## src/rtl/sbr_pkg.sv

```systemverilog
// constants and types for the serial baud generator and receive error status
`default_nettype none
package sbr_pkg;
  // register indices; byte address is four times the index
  localparam logic [15:0] IDX_ASYNC_MODE = 16'hff70;
  localparam logic [15:0] IDX_ERR_STAT = 16'hff71;
  localparam logic [15:0] IDX_SYNC_MODE = 16'hff72;
  localparam logic [15:0] IDX_BAUD_SEL = 16'hff73;
  localparam logic [15:0] IDX_RX_BUF = 16'hff74;
  localparam logic [7:0] REG_RESET = 8'h00;
  // writable bits of each control register
  localparam logic [7:0] ASYNC_WMASK = 8'hfc;
  localparam logic [7:0] SYNC_WMASK = 8'h86;
  localparam logic [7:0] BAUD_WMASK = 8'hf0;
  // async_mode_control fields
  localparam int ASM_TXE = 7;
  localparam int ASM_RXE = 6;
  localparam int ASM_PS_HI = 5;
  localparam int ASM_PS_LO = 4;
  localparam int ASM_CL = 3;
  localparam int ASM_SL = 2;
  // sync_mode_control fields
  localparam int SYM_CSIE = 7;
  localparam int SYM_DIR = 2;
  localparam int SYM_CSCK = 1;
  // receive_error_status fields
  localparam int ERR_PE = 2;
  localparam int ERR_FE = 1;
  localparam int ERR_OVE = 0;
  // baud_clock_select source field
  localparam int BSEL_HI = 7;
  localparam int BSEL_LO = 4;
  localparam logic [3:0] BSEL_MAX_INT = 4'h7;
  localparam logic [3:0] BSEL_EXT = 4'h8;
  // parity modes
  localparam logic [1:0] PAR_NONE = 2'h0;
  localparam logic [1:0] PAR_ZERO = 2'h1;
  localparam logic [1:0] PAR_ODD = 2'h2;
  // generator ticks per bit, then data bits per character
  localparam logic [4:0] TICKS_INT = 5'h08;
  localparam logic [4:0] TICKS_EXT = 5'h10;
  localparam logic [3:0] LEN_SHORT = 4'h7;
  localparam logic [3:0] LEN_LONG = 4'h8;
  typedef enum logic [1:0] {SBR_STOP, SBR_ASYNC, SBR_SYNC} sbr_mode_e;
  typedef enum logic [2:0] {
    RX_IDLE, RX_START, RX_DATA, RX_PAR, RX_STOP
  } sbr_rx_e;
endpackage : sbr_pkg
`default_nettype wire

```

## src/rtl/sbr_top.sv

```systemverilog
// serial baud generator, mode decode and receive error status
// How it works
// - error status valid in asynchronous mode only
// - status clears on reset, read only
// - bit 2 set on parity mismatch
// - bit 1 set on missing stop bit
// - receiver checks just one stop bit
// - bit 0 set when buffer unread
// - unread buffer keeps flagging overrun each reception
// - clock select chooses source, resets to zero
// - codes 0-7 give main clock over 2^(n+1)
// - code 8 uses external pin, others prohibited
// - internal bit rate clock/2^(n+2)/8
// - external bit rate pin frequency/16
// - 3-wire shift clock is clock/2^(n+2)
// - external shift clock ignores clock select
// - three modes: stop, UART, 3-wire
// - stop mode: no transfer, pins are ports
// - stop set by both mode registers
`default_nettype none
module sbr_top (
  input wire logic sys_clk,
  input wire logic reset,
  input wire logic wb_cyc_i,
  input wire logic wb_stb_i,
  input wire logic wb_we_i,
  input wire logic [17:0] wb_adr_i,
  input wire logic [3:0] wb_sel_i,
  input wire logic [31:0] wb_dat_i,
  output logic [31:0] wb_dat_o,
  output logic wb_ack_o,
  input wire logic async_rx_pin,
  input wire logic ext_baud_clock_pin,
  input wire logic sync_shift_run,
  output logic sync_shift_clock_out,
  output logic sync_shift_clock_oe_n,
  output logic baud_tick,
  output logic pins_as_ports,
  output sbr_pkg::sbr_mode_e serial_mode
);
  import sbr_pkg::*;

  function automatic logic hit(input logic [17:0] adr,
                               input logic [15:0] idx);
    hit = (adr == {idx, 2'b00});
  endfunction : hit

  function automatic logic [8:0] div_mask(input logic [3:0] n);
    div_mask = 9'((10'h001 << n) - 10'h001);
  endfunction : div_mask

  logic [7:0] async_mode_control_q;
  logic [7:0] sync_mode_control_q;
  logic [7:0] baud_clock_select_q;
  logic [7:0] receive_error_status_q;
  logic [7:0] receive_buffer_q;
  logic rx_full_q;
  logic ack_q;
  logic [31:0] rdata_q;
  sbr_mode_e mode_q;
  logic [8:0] div_q;
  logic ext_prev_q;
  logic sck_q;
  logic sck_oe_n_q;
  logic tick_q;
  logic ports_q;
  sbr_rx_e rx_q;
  logic [4:0] tcnt_q;
  logic [3:0] bits_q;
  logic [7:0] shift_q;
  logic par_bit_q;
  logic done_q;
  logic fe_q;

  // bus access decode
  logic acc;
  logic wr;
  logic rd_buf;
  assign acc = wb_cyc_i && wb_stb_i && !ack_q;
  assign wr = acc && wb_we_i && wb_sel_i[0];
  assign rd_buf = acc && !wb_we_i && hit(wb_adr_i, IDX_RX_BUF);

  // source decode
  logic [3:0] src;
  logic ext_src;
  logic int_src;
  logic [3:0] n_val;
  logic [8:0] m_half;
  logic [8:0] m_full;
  logic half_stb;
  logic full_stb;
  logic ext_edge;
  logic gen_tick;
  logic [4:0] tpb;
  assign src = baud_clock_select_q[BSEL_HI:BSEL_LO];
  assign ext_src = (src == BSEL_EXT);
  assign int_src = (src <= BSEL_MAX_INT);
  assign n_val = src + 4'h1;
  assign m_half = div_mask(n_val);
  assign m_full = div_mask(n_val + 4'h1);
  assign half_stb = int_src && ((div_q & m_half) == m_half);
  assign full_stb = int_src && ((div_q & m_full) == m_full);
  assign ext_edge = ext_src && ext_baud_clock_pin && !ext_prev_q;
  // ticks run only in UART mode; prohibited codes give none
  assign gen_tick = (mode_q == SBR_ASYNC) && (full_stb || ext_edge);
  assign tpb = ext_src ? TICKS_EXT : TICKS_INT;

  // wishbone slave: one wait state, ack for one cycle
  always_ff @(posedge sys_clk) begin
    if (reset) begin
      ack_q <= 1'b0;
    end else begin
      ack_q <= acc;
    end
  end

  always_ff @(posedge sys_clk) begin
    if (reset) begin
      rdata_q <= 32'h0000_0000;
    end else if (acc) begin
      rdata_q <= 32'h0000_0000;
      if (hit(wb_adr_i, IDX_ASYNC_MODE)) begin
        rdata_q[7:0] <= async_mode_control_q;
      end else if (hit(wb_adr_i, IDX_ERR_STAT)) begin
        rdata_q[7:0] <= receive_error_status_q;
      end else if (hit(wb_adr_i, IDX_SYNC_MODE)) begin
        rdata_q[7:0] <= sync_mode_control_q;
      end else if (hit(wb_adr_i, IDX_BAUD_SEL)) begin
        rdata_q[7:0] <= baud_clock_select_q;
      end else if (hit(wb_adr_i, IDX_RX_BUF)) begin
        rdata_q[7:0] <= receive_buffer_q;
      end
    end
  end

  // control registers; stop set by both mode registers
  always_ff @(posedge sys_clk) begin
    if (reset) begin
      async_mode_control_q <= REG_RESET;
      sync_mode_control_q <= REG_RESET;
      baud_clock_select_q <= REG_RESET;
    end else if (wr) begin
      if (hit(wb_adr_i, IDX_ASYNC_MODE)) begin
        async_mode_control_q <= wb_dat_i[7:0] & ASYNC_WMASK;
      end
      if (hit(wb_adr_i, IDX_SYNC_MODE)) begin
        sync_mode_control_q <= wb_dat_i[7:0] & SYNC_WMASK;
      end
      if (hit(wb_adr_i, IDX_BAUD_SEL)) begin
        baud_clock_select_q <= wb_dat_i[7:0] & BAUD_WMASK;
      end
    end
  end

  // mode decode; prohibited mixes fall back to stop
  always_ff @(posedge sys_clk) begin
    if (reset) begin
      mode_q <= SBR_STOP;
    end else if (!async_mode_control_q[ASM_TXE] &&
                 !async_mode_control_q[ASM_RXE] &&
                 !sync_mode_control_q[SYM_CSIE]) begin
      mode_q <= SBR_STOP;
    end else if (sync_mode_control_q[SYM_CSIE]) begin
      mode_q <= (async_mode_control_q[ASM_TXE] ||
                 async_mode_control_q[ASM_RXE]) ?
                SBR_STOP : SBR_SYNC;
    end else begin
      mode_q <= SBR_ASYNC;
    end
  end

  always_ff @(posedge sys_clk) begin
    if (reset) begin
      ports_q <= 1'b1;
    end else begin
      ports_q <= (mode_q == SBR_STOP);
    end
  end

  // prescaler restarts when the source is rewritten
  always_ff @(posedge sys_clk) begin
    if (reset || mode_q == SBR_STOP) begin
      div_q <= 9'h000;
    end else if (wr && hit(wb_adr_i, IDX_BAUD_SEL)) begin
      div_q <= 9'h000;
    end else begin
      div_q <= div_q + 9'h001;
    end
  end

  always_ff @(posedge sys_clk) begin
    if (reset) begin
      ext_prev_q <= 1'b0;
      tick_q <= 1'b0;
    end else begin
      ext_prev_q <= ext_baud_clock_pin;
      tick_q <= gen_tick;
    end
  end

  // 3-wire shift clock, driven only with internal clock selected
  logic sync_int;
  assign sync_int = (mode_q == SBR_SYNC) &&
                    sync_mode_control_q[SYM_CSCK];
  always_ff @(posedge sys_clk) begin
    if (reset) begin
      sck_q <= 1'b1;
      sck_oe_n_q <= 1'b1;
    end else begin
      sck_oe_n_q <= !sync_int;
      if (!sync_int || !sync_shift_run) begin
        sck_q <= 1'b1;
      end else if (half_stb) begin
        sck_q <= !sck_q;
      end
    end
  end

  // receiver; samples the middle of each bit
  logic rx_on;
  logic samp;
  logic [3:0] len;
  logic [1:0] ps;
  assign rx_on = (mode_q == SBR_ASYNC) && async_mode_control_q[ASM_RXE];
  assign len = async_mode_control_q[ASM_CL] ? LEN_LONG : LEN_SHORT;
  assign ps = async_mode_control_q[ASM_PS_HI:ASM_PS_LO];
  assign samp = gen_tick && (rx_q == RX_START ?
                tcnt_q == ((tpb >> 1) - 5'h01) : tcnt_q == (tpb - 5'h01));

  always_ff @(posedge sys_clk) begin
    if (reset || !rx_on) begin
      rx_q <= RX_IDLE;
      tcnt_q <= 5'h00;
      bits_q <= 4'h0;
      shift_q <= 8'h00;
      par_bit_q <= 1'b0;
      fe_q <= 1'b0;
      done_q <= 1'b0;
    end else begin
      done_q <= 1'b0;
      if (samp) begin
        tcnt_q <= 5'h00;
      end else if (gen_tick) begin
        tcnt_q <= tcnt_q + 5'h01;
      end
      unique case (rx_q)
        RX_IDLE: begin
          tcnt_q <= 5'h00;
          bits_q <= 4'h0;
          shift_q <= 8'h00;
          if (!async_rx_pin) begin
            rx_q <= RX_START;
          end
        end
        RX_START: begin
          if (samp) begin
            rx_q <= async_rx_pin ? RX_IDLE : RX_DATA;
          end
        end
        RX_DATA: begin
          if (samp) begin
            shift_q[bits_q[2:0]] <= async_rx_pin;
            bits_q <= bits_q + 4'h1;
            if (bits_q + 4'h1 == len) begin
              rx_q <= (ps == PAR_NONE) ? RX_STOP : RX_PAR;
            end
          end
        end
        RX_PAR: begin
          if (samp) begin
            par_bit_q <= async_rx_pin;
            rx_q <= RX_STOP;
          end
        end
        RX_STOP: begin
          if (samp) begin
            fe_q <= !async_rx_pin;
            done_q <= 1'b1;
            rx_q <= RX_IDLE;
          end
        end
      endcase
    end
  end

  // completion: buffer load or overrun, error flags per character
  logic full_eff;
  logic pe_now;
  assign full_eff = rx_full_q && !rd_buf;
  assign pe_now = ps[1] &&
                  ((^shift_q ^ par_bit_q) != (ps == PAR_ODD));

  always_ff @(posedge sys_clk) begin
    if (reset) begin
      rx_full_q <= 1'b0;
      receive_buffer_q <= 8'h00;
    end else if (done_q && !full_eff) begin
      rx_full_q <= 1'b1;
      receive_buffer_q <= shift_q;
    end else if (rd_buf) begin
      rx_full_q <= 1'b0;
    end
  end

  always_ff @(posedge sys_clk) begin
    if (reset) begin
      receive_error_status_q <= REG_RESET;
    end else if (done_q) begin
      receive_error_status_q[ERR_PE] <= pe_now;
      receive_error_status_q[ERR_FE] <= fe_q;
      receive_error_status_q[ERR_OVE] <= full_eff;
    end
  end

  assign wb_ack_o = ack_q;
  assign wb_dat_o = rdata_q;
  assign sync_shift_clock_out = sck_q;
  assign sync_shift_clock_oe_n = sck_oe_n_q;
  assign baud_tick = tick_q;
  assign pins_as_ports = ports_q;
  assign serial_mode = mode_q;

  a_ack_one_cycle: assert property (@(posedge sys_clk) disable iff (reset)
    ack_q |=> !ack_q)
    else $error("ack held longer than one cycle");
  a_status_read_only: assert property (@(posedge sys_clk)
    disable iff (reset)
    (wr && hit(wb_adr_i, IDX_ERR_STAT) && !done_q) |=>
    $stable(receive_error_status_q))
    else $error("status register changed by a write");
  a_status_reset: assert property (@(posedge sys_clk)
    reset |=> receive_error_status_q == REG_RESET)
    else $error("status not cleared by reset");
  a_select_reset: assert property (@(posedge sys_clk)
    reset |=> baud_clock_select_q == REG_RESET)
    else $error("clock select not cleared by reset");
  a_overrun_flag: assert property (@(posedge sys_clk) disable iff (reset)
    (done_q && rx_full_q && !rd_buf) |=>
    receive_error_status_q[ERR_OVE] && $stable(receive_buffer_q))
    else $error("overrun not flagged or buffer overwritten");
  a_ext_tick_rate: assert property (@(posedge sys_clk) disable iff (reset)
    (gen_tick && ext_src) |-> (ext_baud_clock_pin && !ext_prev_q))
    else $error("external tick without a pin edge");
  a_int_tick_align: assert property (@(posedge sys_clk)
    disable iff (reset)
    (gen_tick && int_src) |-> (div_q[0] == 1'b1))
    else $error("internal tick off the divider");
  a_ext_sck_idle: assert property (@(posedge sys_clk) disable iff (reset)
    (mode_q == SBR_SYNC && !sync_mode_control_q[SYM_CSCK]) |=>
    sck_oe_n_q && sck_q)
    else $error("shift clock driven with external clock");
  a_stop_quiet: assert property (@(posedge sys_clk) disable iff (reset)
    (mode_q == SBR_STOP) |=> (rx_q == RX_IDLE) && !tick_q &&
    ports_q)
    else $error("activity in stop mode");
endmodule : sbr_top
`default_nettype wire

```

## config.mk

```make
export PLATFORM = sky130hd
export DESIGN_NAME = sbr_top
export DESIGN_NICKNAME = d
export VERILOG_FILES = /design/src/rtl/sbr_pkg.sv /design/src/rtl/sbr_top.sv
export SDC_FILE = /design/constraint.sdc
export NUM_CORES = 1
export LEC_CHECK = 0
export BUFFER_PORTS_ARGS = -buffer_cell sky130_fd_sc_hd__buf_4
export CAP_MARGIN = 20
export CORE_UTILIZATION = 49
export CTS_BUF_LIST = sky130_fd_sc_hd__clkbuf_4 sky130_fd_sc_hd__clkbuf_8 sky130_fd_sc_hd__clkbuf_16
export DETAILED_ROUTE_END_ITERATION = 8
export MAX_ROUTING_LAYER = met4
export PLACE_DENSITY = 0.83
export SYNTH_ARGS = -nofsm -noshare
export SYNTH_HDL_FRONTEND = slang
export SYNTH_SLANG_ARGS = --single-unit
```

## constraint.sdc

```tcl
create_clock -name sys_clk -period 4 [get_ports sys_clk]
set_input_delay 0.2 -clock sys_clk [delete_from_list [all_inputs] [get_ports sys_clk]]
set_output_delay 0.2 -clock sys_clk [all_outputs]
set_load 0.05 [all_outputs]
```

Yosys cells after proc, flatten, opt, wreduce, memory -nomap -nowiden
Index checks and enable logic that the tools add are counted.
- bits in registers: 73
- input port bits: 62
- output and inout bits: 39
- logic and storage cells: 154
- add/sub/neg operators: 9
- order comparisons: 3
- equality and inequality tests: 25
- shift-type cells: 2
- mux-type cells: 29
- bitwise operators: 5
- reduce and logical (&&, ||, !) cells: 58
- operators by type and width (kind ; number):
    $eq 18x18->1 const B ; 5
    $mux 8 ; 6
    $logic_and 1x1->1 ; 21
    $mux 3 ; 7
    $and 9x9->9 ; 2
    $eq 9x9->1 ; 2
    $shl 1x4->9 const A ; 2
    $sub 9x1->9 const B ; 2
    $pmux 8 s2 ; 1
    $pmux 3 s5 ; 1
    $logic_not 1->1 ; 13
    $add 4x1->4 const B ; 3
    $ne 2x2->1 const B ; 6
    $reduce_and 2->1 ; 6
    $eq 5x5->1 ; 2
    $add 9x1->9 const B ; 1
    $bwmux 8 ; 1
    $mux 4 ; 2
    $pmux 4 s2 ; 1
    $reduce_or 2->1 ; 4
    $reduce_xor 8->1 ; 1
    $eq 3x2->1 const B ; 2
    $mux 1 ; 6
    $reduce_and 6->1 ; 1
    other kinds (23) ; 33

Longest topological paths before layout
Gate-level depths: netlist of the first run.
- depth in word-level cells: 12
- mapped depth: 18
- depth with buffers taken out: 15

Least setup slack after synthesis of the first run
No wires, ideal clock.
- kind: register to register
- start: register baud_clock_select_q[4]
- end: register shift_q[2]
- library setup time: 126 ps
- data arrival time: 3936 ps
- required time: 3874 ps
- setup slack: -62 ps
- stages on the path, launching flop included: 16
- buffers on the path: 3
- period minus slack after synthesis: 4062 ps
- cell sequence: dfxtp_1 -> ha_1 -> xnor2_4 -> clkbuf_1 -> ha_1 -> clkbuf_1 -> clkbuf_1 -> nand3_1 -> ha_1 -> o21ai_0 -> o41ai_1 -> o221ai_1 -> and4b_2 -> o21ai_2 -> or4_1 -> mux2i_1
- word-level cells in the longest chain between the ends: 12
- elaborated cells on any way between the ends: 22
- those cells by class: add/sub (5); order compare (1); eq/ne (5); shift (1); mux (2); bitwise (1); reduce/logical (7)
- ends and longest elaborated chain (what ; line ; source):
    start: declaration ; sbr_top.sv:54 ; logic [7:0] baud_clock_select_q;
    start signal: assignment ; sbr_top.sv:150 ; baud_clock_select_q <= wb_dat_i[7:0] & BAUD_WMASK;
    $add 4x1->4 ; sbr_top.sv:98 ; assign n_val = src + 4'h1;
    $add 4x1->4 ; sbr_top.sv:100 ; assign m_full = div_mask(n_val + 4'h1);
    $shl 1x4->9 ; sbr_top.sv:49 ; div_mask = 9'((10'h001 << n) - 10'h001);
    $sub 9x1->9 ; sbr_top.sv:49 ;
    $and 9x9->9 ; sbr_top.sv:102 ; assign full_stb = int_src && ((div_q & m_full) == m_full);
    $eq 9x9->1 ; sbr_top.sv:102 ;
    $logic_and 1x1->1 ; sbr_top.sv:102 ;
    $logic_or 1x1->1 ; sbr_top.sv:105 ; assign gen_tick = (mode_q == SBR_ASYNC) && (full_stb || ext_edge);
    $logic_and 1x1->1 ; sbr_top.sv:105 ;
    $logic_and 1x1->1 (*) ; sbr_top.sv:227 ; assign samp = gen_tick && (rx_q == RX_START ?
    $ne 2x2->1 (no source line) (*) ; -- ;
    $reduce_and 2->1 (no source line) (*) ; -- ;
    end signal: indexed assignment ; sbr_top.sv:262 ; shift_q[bits_q[2:0]] <= async_rx_pin;
    end: declaration ; sbr_top.sv:70 ; logic [7:0] shift_q;
Every way passes the cells marked *; elsewhere a longest branch is shown, timed or not.
A chain may end at the register's enable or synchronous reset.

Final worst setup path of the first run
- start: register baud_clock_select_q[5]
- end: register rx_q[2]
- word-level cells in the longest chain between the ends: 12
- elaborated cells on any way between the ends: 25
- those cells by class: add/sub (5); order compare (1); eq/ne (8); shift (1); mux (2); bitwise (1); reduce/logical (7)
- ends and longest elaborated chain (what ; line ; source):
    $add 4x1->4 ; sbr_top.sv:98 ;
    $add 4x1->4 ; sbr_top.sv:100 ;
    $shl 1x4->9 ; sbr_top.sv:49 ;
    $sub 9x1->9 ; sbr_top.sv:49 ;
    $and 9x9->9 ; sbr_top.sv:102 ;
    $eq 9x9->1 ; sbr_top.sv:102 ;
    $logic_and 1x1->1 ; sbr_top.sv:102 ;
    $logic_or 1x1->1 ; sbr_top.sv:105 ;
    $logic_and 1x1->1 ; sbr_top.sv:105 ;
    $logic_and 1x1->1 (*) ; sbr_top.sv:227 ;
    $ne 2x2->1 (no source line) ; -- ;
    $reduce_and 6->1 (no source line) (*) ; -- ;
    end signal: assignment ; sbr_top.sv:257 ; rx_q <= async_rx_pin ? RX_IDLE : RX_DATA;
    end signal: assignment ; sbr_top.sv:265 ; rx_q <= (ps == PAR_NONE) ? RX_STOP : RX_PAR;
    end: declaration ; sbr_top.sv:67 ; sbr_rx_e rx_q;
Marked as above.

==> results of run 1 <==
==> cells by family after synthesis <==
family                   count (synthesis)  share of synthesized area [%]
XOR/XNOR                                29                          6.122
AND/OR/NAND/NOR                        237                          26.76
other                                    1                        0.08417
flip-flops                              73                          32.80
adder cells (fa/ha/maj)                 14                          3.932
buffers and inverters                   64                          7.554
multiplexers                            33                          7.414
AO/OA/AOI/OAI                           98                          15.33
==> flip-flops by register name, indices dropped and copies added (netlist names) <==
register	flops
baud_tick	1
sync_mode_control_q	3
rx_full_q	1
receive_error_status_q	3
fe_q	1
receive_buffer_q	8
par_bit_q	1
sync_shift_clock_oe_n	1
rx_q	3
tcnt_q	5
sync_shift_clock_out	1
wb_ack_o	1
pins_as_ports	1
serial_mode	2
done_q	1
wb_dat_o	8
shift_q	8
bits_q	4
div_q	9
ext_prev_q	1
baud_clock_select_q	4
async_mode_control_q	6
==> cells in the mapped netlist, types with 3 or more instances <==
library cell,number,area share (%)
a2111oi_0,4,0.79
a21oi_1,28,3.1
a31oi_1,4,0.56
and3_1,8,1.1
buf_2,3,0.34
buf_4,24,4.0
clkbuf_1,23,1.9
dfxtp_1,73,33
ha_1,14,3.9
inv_1,11,0.93
mux2i_1,33,7.4
nand2_1,50,4.2
nand2b_1,9,1.3
nand3_1,28,3.1
nand3b_1,4,0.67
nand4_1,4,0.56
nand4b_1,4,0.79
nor2_1,70,5.9
nor2b_1,7,0.98
nor3_1,14,1.6
nor3b_1,8,1.3
nor4_1,10,1.4
o211ai_1,7,1.2
o21ai_0,9,1.0
o21bai_1,3,0.51
o221ai_1,3,0.59
o22ai_1,5,0.70
o41ai_1,3,0.59
or3_1,4,0.56
or4_1,3,0.51
xnor2_1,18,3.5
xor2_1,10,2.0
==> layer usage <==
layer	track usage, %	up-vias
met2	39.06	133
met3	4.029	14
li1	-	2005
met1	31.36	1974
met4	7.127	0
met5	-	-
==> worst max-delay path by stage <==
stage | start | endpoint | slack (ns) | cells past startpoint
3_5_place_dp | baud_clock_select_q[4] | rx_q[2] | 0.14 | 15
6_report | baud_clock_select_q[5] | rx_q[2] | 0.24 | 15
5_1_grt | baud_clock_select_q[5] | rx_q[2] | 0.004 | 15
4_1_cts | baud_clock_select_q[4] | rx_q[2] | 0.09 | 15
2_1_floorplan | baud_clock_select_q[4] | shift_q[2] | 0.05 | 15
3_3_place_gp | baud_clock_select_q[4] | rx_q[2] | 0.24 | 15
==> through the flow <==
stage | hold slack, ns | area [um2] | std cells | util [%]
after CTS | 0.05113 | 5070 | 707 | 57.85
final | 0.06342 | 5097 | 707 | 58.17
after detailed placement | 0.4360 | 4861 | 691 | 55.47
after global routing | 0.05926 | 5097 | 707 | 58.17
after floorplan | 0.3045 | 4543 | 572 | -
after global placement | 0.4224 | 4861 | 691 | 55.47
==> power by group <==
group          switching, mW  internal, mW  leakage, nW
Clock                  0.317         0.301        0.100
Sequential           0.00294         0.732        0.590
Combinational         0.0969        0.0367         1.35
Total                  0.417          1.07         2.04
==> critical path, cell delays in order (launching register included) <==
cell	delay (ns)
dfxtp_1	0.42
inv_1	0.11
ha_1	0.32
and3b_1	0.23
a21oi_4	0.24
nand2_1	0.10
nand3_1	0.10
ha_1	0.20
nor3b_2	0.20
mux2i_1	0.25
o211ai_1	0.15
a32oi_1	0.20
and4b_2	0.34
o21ai_4	0.12
or4b_1	0.55
a21oi_1	0.16
==> layout make-up <==
class	count	area, um2
Sequential cell	73	1463
Clock inverter	7	85.08
Inverter	12	47.55
Timing Repair Buffer	63	473.0
Fill cell	780	3666
Tap cell	108	135.1
Multi-Input combinational cell	435	2770
Clock buffer	9	123.9
==> metrics.cfg, run 1 <==
[run_status]
status=complete, no violations

[global_route]
grt_max_degree=43
grt_pass1_wl_mm=18.35
grt_pass1_vias=3841
antenna_found_initial=0
grt.total_usage_pct=24.24
grt_remaining_overflow=0

[logic_synthesis]
synth-edff-count=0
synth_cell_type_count=69
synth_ff_type=dfxtp_1
syn_area_um2=4456
async_reset_ff_share_pct=0
ys_seq_elements=73
syn_avg_cell_area_um2=8.116
synthCells=549
synth_seq_area_share_pct=32.80
synth_warnings=0

[floorplanning]
die_w_um=97.36
fp.dieH_um=97.36
start_util_pct=50.84
rows=34
core_region_area_um2=8763
pin_count=101
die-area_um2=9478

[power]
leakage_nw=2.037
p_per_area_nw_per_um2=291.6
total_power_mw=1.486
ir_worst_vdd_mv=0.2115

[hold_path]
whs_path_depth=2
hold_start=ext_baud_clock_pin
holdPathEnd=ext_prev_q
hold_class=in2reg

[timing]
slew_violations=0
tightest_slew_ns=0.9909
skew_ns=0.004512
rsz0062_at_grt=no
setup_tns_ns=0
setup_violations=0
period_share_pct=94.05
hold_viol=0
min_period_ns=3.762
max_freq_mhz=265.8
slew_headroom_pct=33.80
fin_ws_ns=0.2381

[critical_path]
r2r_cells=15
crit_type=reg2reg
r2r_start=baud_clock_select_q[5]
worstPathRequired_ns=4.28
cp-end-kind=register
critPathArrivalTime_ns=4.04
cp_max_fo=10
reg2reg_to=rx_q[2]
start_kind=register
timing.reg2reg.setup_slack_ns=0.24

[clocking]
post_cts_buffers=0
cts_tree=yes
numCtsBuffers=9
ctsHoldBuffers=0
clkSlewWorstSetupHoldPaths_ns=0.08
root_buffer=clkbuf_8
worstSkewPairLatency_ns=0.35
ctsResizeCount=0
cts_htree_levels=3
clockBufferDepth=2
cts.sinks=73

[route]
wl_met3_um=584
dr_total_vias=4126
wirelength_mm=11.16
first_pass_iters=7
wl_met1_mm=4.991
via_per_inst=5.836
highest_layer=met4
wire_per_inst_um=15.79
drt_iter0_markers=234
drcViolationCount=0
ant_nets=0
met2WireLength_mm=5.429

[finish]
mostFrequentLayoutCells=dfxtp_1 (72), nor2_1 (70), buf_4 (63)
syn_to_final_growth_pct=14.41
diodes=0
nets=670
final_common_cell=dfxtp_1
drive_gt1_share_pct=15.86

[placement]
port_buffers=48
dp_slack_ns=0.1426
dp_hpwl_mm=8.397
gp_congestion=0.8908

[flow_run]
drv_cap=0

Note: power is estimated with default switching activity, not from simulation.
==> run 2: changes to the inputs <==
- MAX_ROUTING_LAYER: met4 -> unset
==> metrics.cfg, run 2 (synthesis gave the netlist of run 1 again) <==
[run_status]
status=complete, no violations

[placement]
placedCellCount=692  ; +0.14%
dp_hpwl_mm=8.446  ; +0.58%
dp_slack_ns=0.1541  ; +0.01145 ns
dpl_cell_area_um2=4868  ; +0.15%
gp_congestion=0.9470  ; +6.3%
port_buffers=48  ; unchanged

[clocking]
cts_tree=yes
clkSlewWorstSetupHoldPaths_ns=0.08  ; about the same
cts_htree_levels=3  ; unchanged
cts.sinks=73  ; unchanged
clockBufferDepth=2  ; unchanged
numCtsBuffers=9  ; unchanged
root_buffer=clkbuf_8
worstSkewPairLatency_ns=0.37  ; +0.02 ns

[power]
total_power_mw=1.498  ; +0.76%
ir_worst_vdd_mv=0.2436  ; +15%
leakage_nw=2.047  ; +0.47%
p_per_area_nw_per_um2=293.9  ; +0.79%

[global_route]
grt.total_usage_pct=24.13  ; -0.10 points
grt_remaining_overflow=0  ; unchanged
grt_max_degree=43  ; unchanged
grt_pass1_wl_mm=18.72  ; +2.0%
antenna_found_initial=0  ; unchanged
grt_pass1_vias=3889  ; +1.2%

[finish]
fillers=779  ; -0.13%
syn_to_final_growth_pct=14.38  ; about the same
stdcell_count=709  ; +0.28%
nets=672  ; +0.30%
multiInputGateArea_um2=2751  ; -0.68%
final_common_cell=dfxtp_1
mostFrequentLayoutCells=dfxtp_1 (71), nor2_1 (70), buf_4 (65)
largest_reg_flops=9  ; unchanged
top_register=div_q
drive_gt1_share_pct=15.97  ; +0.11 points
diodes=0  ; unchanged
seq_area_um2=1464  ; about the same
stdcell_area_um2=5096  ; about the same

[floorplanning]
pin_count=101  ; unchanged
die-area_um2=9478  ; unchanged
start_util_pct=50.84  ; unchanged
die_w_um=97.36  ; unchanged
fp.dieH_um=97.36  ; unchanged
core_region_area_um2=8763  ; unchanged
rows=34  ; unchanged

[critical_path]
worstPathRequired_ns=4.29  ; about the same
critPathArrivalTime_ns=4.07  ; +0.03 ns
r2r_start=baud_clock_select_q[4]
cp_max_fo=7  ; -3
crit_type=reg2reg
cp-end-kind=register
start_kind=register
startpoint=baud_clock_select_q[4]

[route]
ant_nets=0  ; unchanged
drt_iter0_markers=240  ; +2.6%
first_pass_iters=5  ; -2
via_per_inst=5.910  ; +1.3%
wire_per_inst_um=16.03  ; +1.6%
drcViolationCount=0  ; unchanged
dr_total_vias=4190  ; +1.6%
wirelength_mm=11.37  ; +1.8%

[timing]
max_freq_mhz=264.5  ; -0.49%
slew_violations=0  ; unchanged
tightest_slew_ns=1.047  ; +0.05604 ns
hold_viol=0  ; unchanged
fin_ws_ns=0.2198  ; -0.01837 ns
slew_headroom_pct=30.21  ; -3.6 points
setup_violations=0  ; unchanged
skew_ns=0.01285  ; +0.008337 ns
period_share_pct=94.51  ; +0.46 points
min_period_ns=3.780  ; +0.01837 ns

[hold_path]
hold_class=in2reg
hold_start=ext_baud_clock_pin

[flow_run]
drv_cap=0  ; unchanged

[run 2: what timing repair did]
action                     in CTS  in global routing
hold buffers                    0                  0
setup buffers                   0                  1
setup endpoints to repair       0                 13
resized for setup               0                  3
[run 2: final cells by class]
type / count / area share, %
clock buffers: 9 / 2.431
clock inverters: 7 / 1.694
inverters: 12 / 0.9330
multi-input cells: 435 / 53.99
flip-flops and latches: 73 / 28.73
well taps: 108 / 2.652
repair buffers: 65 / 9.575
[run 2: per-stage QoR]
stage	utilization (%)	setup TNS (ns)	hold WS [ns]
floorplan	-	0	0.3045
global placement	55.55	0	0.4297
detailed placement	55.55	0	0.4443
CTS	57.95	0	0.05965
global route	58.15	-0.001477	0.06066
finish	58.15	0	0.06604
[run 2: critical path: stages (launching register included)]
cell	delay (ns)
dfxtp_2	0.38
inv_1	0.10
ha_1	0.34
and3b_1	0.23
a21oi_4	0.26
nand2_1	0.10
nand3_1	0.10
ha_1	0.20
nor3b_1	0.24
mux2i_1	0.27
o211ai_1	0.15
a32oi_1	0.19
and4b_2	0.32
o21ai_2	0.13
or4b_1	0.55
a21oi_1	0.15
[run 2: routing by layer]
layer  share of wire [%]  GRT usage (%)  routed length (um)
met5                   0              0                   0
met4                 1.8          8.258                 199
met3                 5.3          4.532                 605
met2                  49          40.47                5519
met1                  44          31.12                5042
[run 2: where the power goes]
group	switching, mW	internal (mW)
Clock	0.329	0.301
Sequential	0.00306	0.732
Combinational	0.0959	0.0366
Total	0.428	1.07
[run 2: path summary, 6_finish.rpt]
kind                            slack [ns]                     end  cells past startpoint
worst min-delay path                  0.07              ext_prev_q                      2
worst max register to register        0.22                 rx_q[2]                     15
worst max-delay path                  0.22                 rx_q[2]                     15
worst min register to register        0.47  sync_mode_control_q[2]                      2
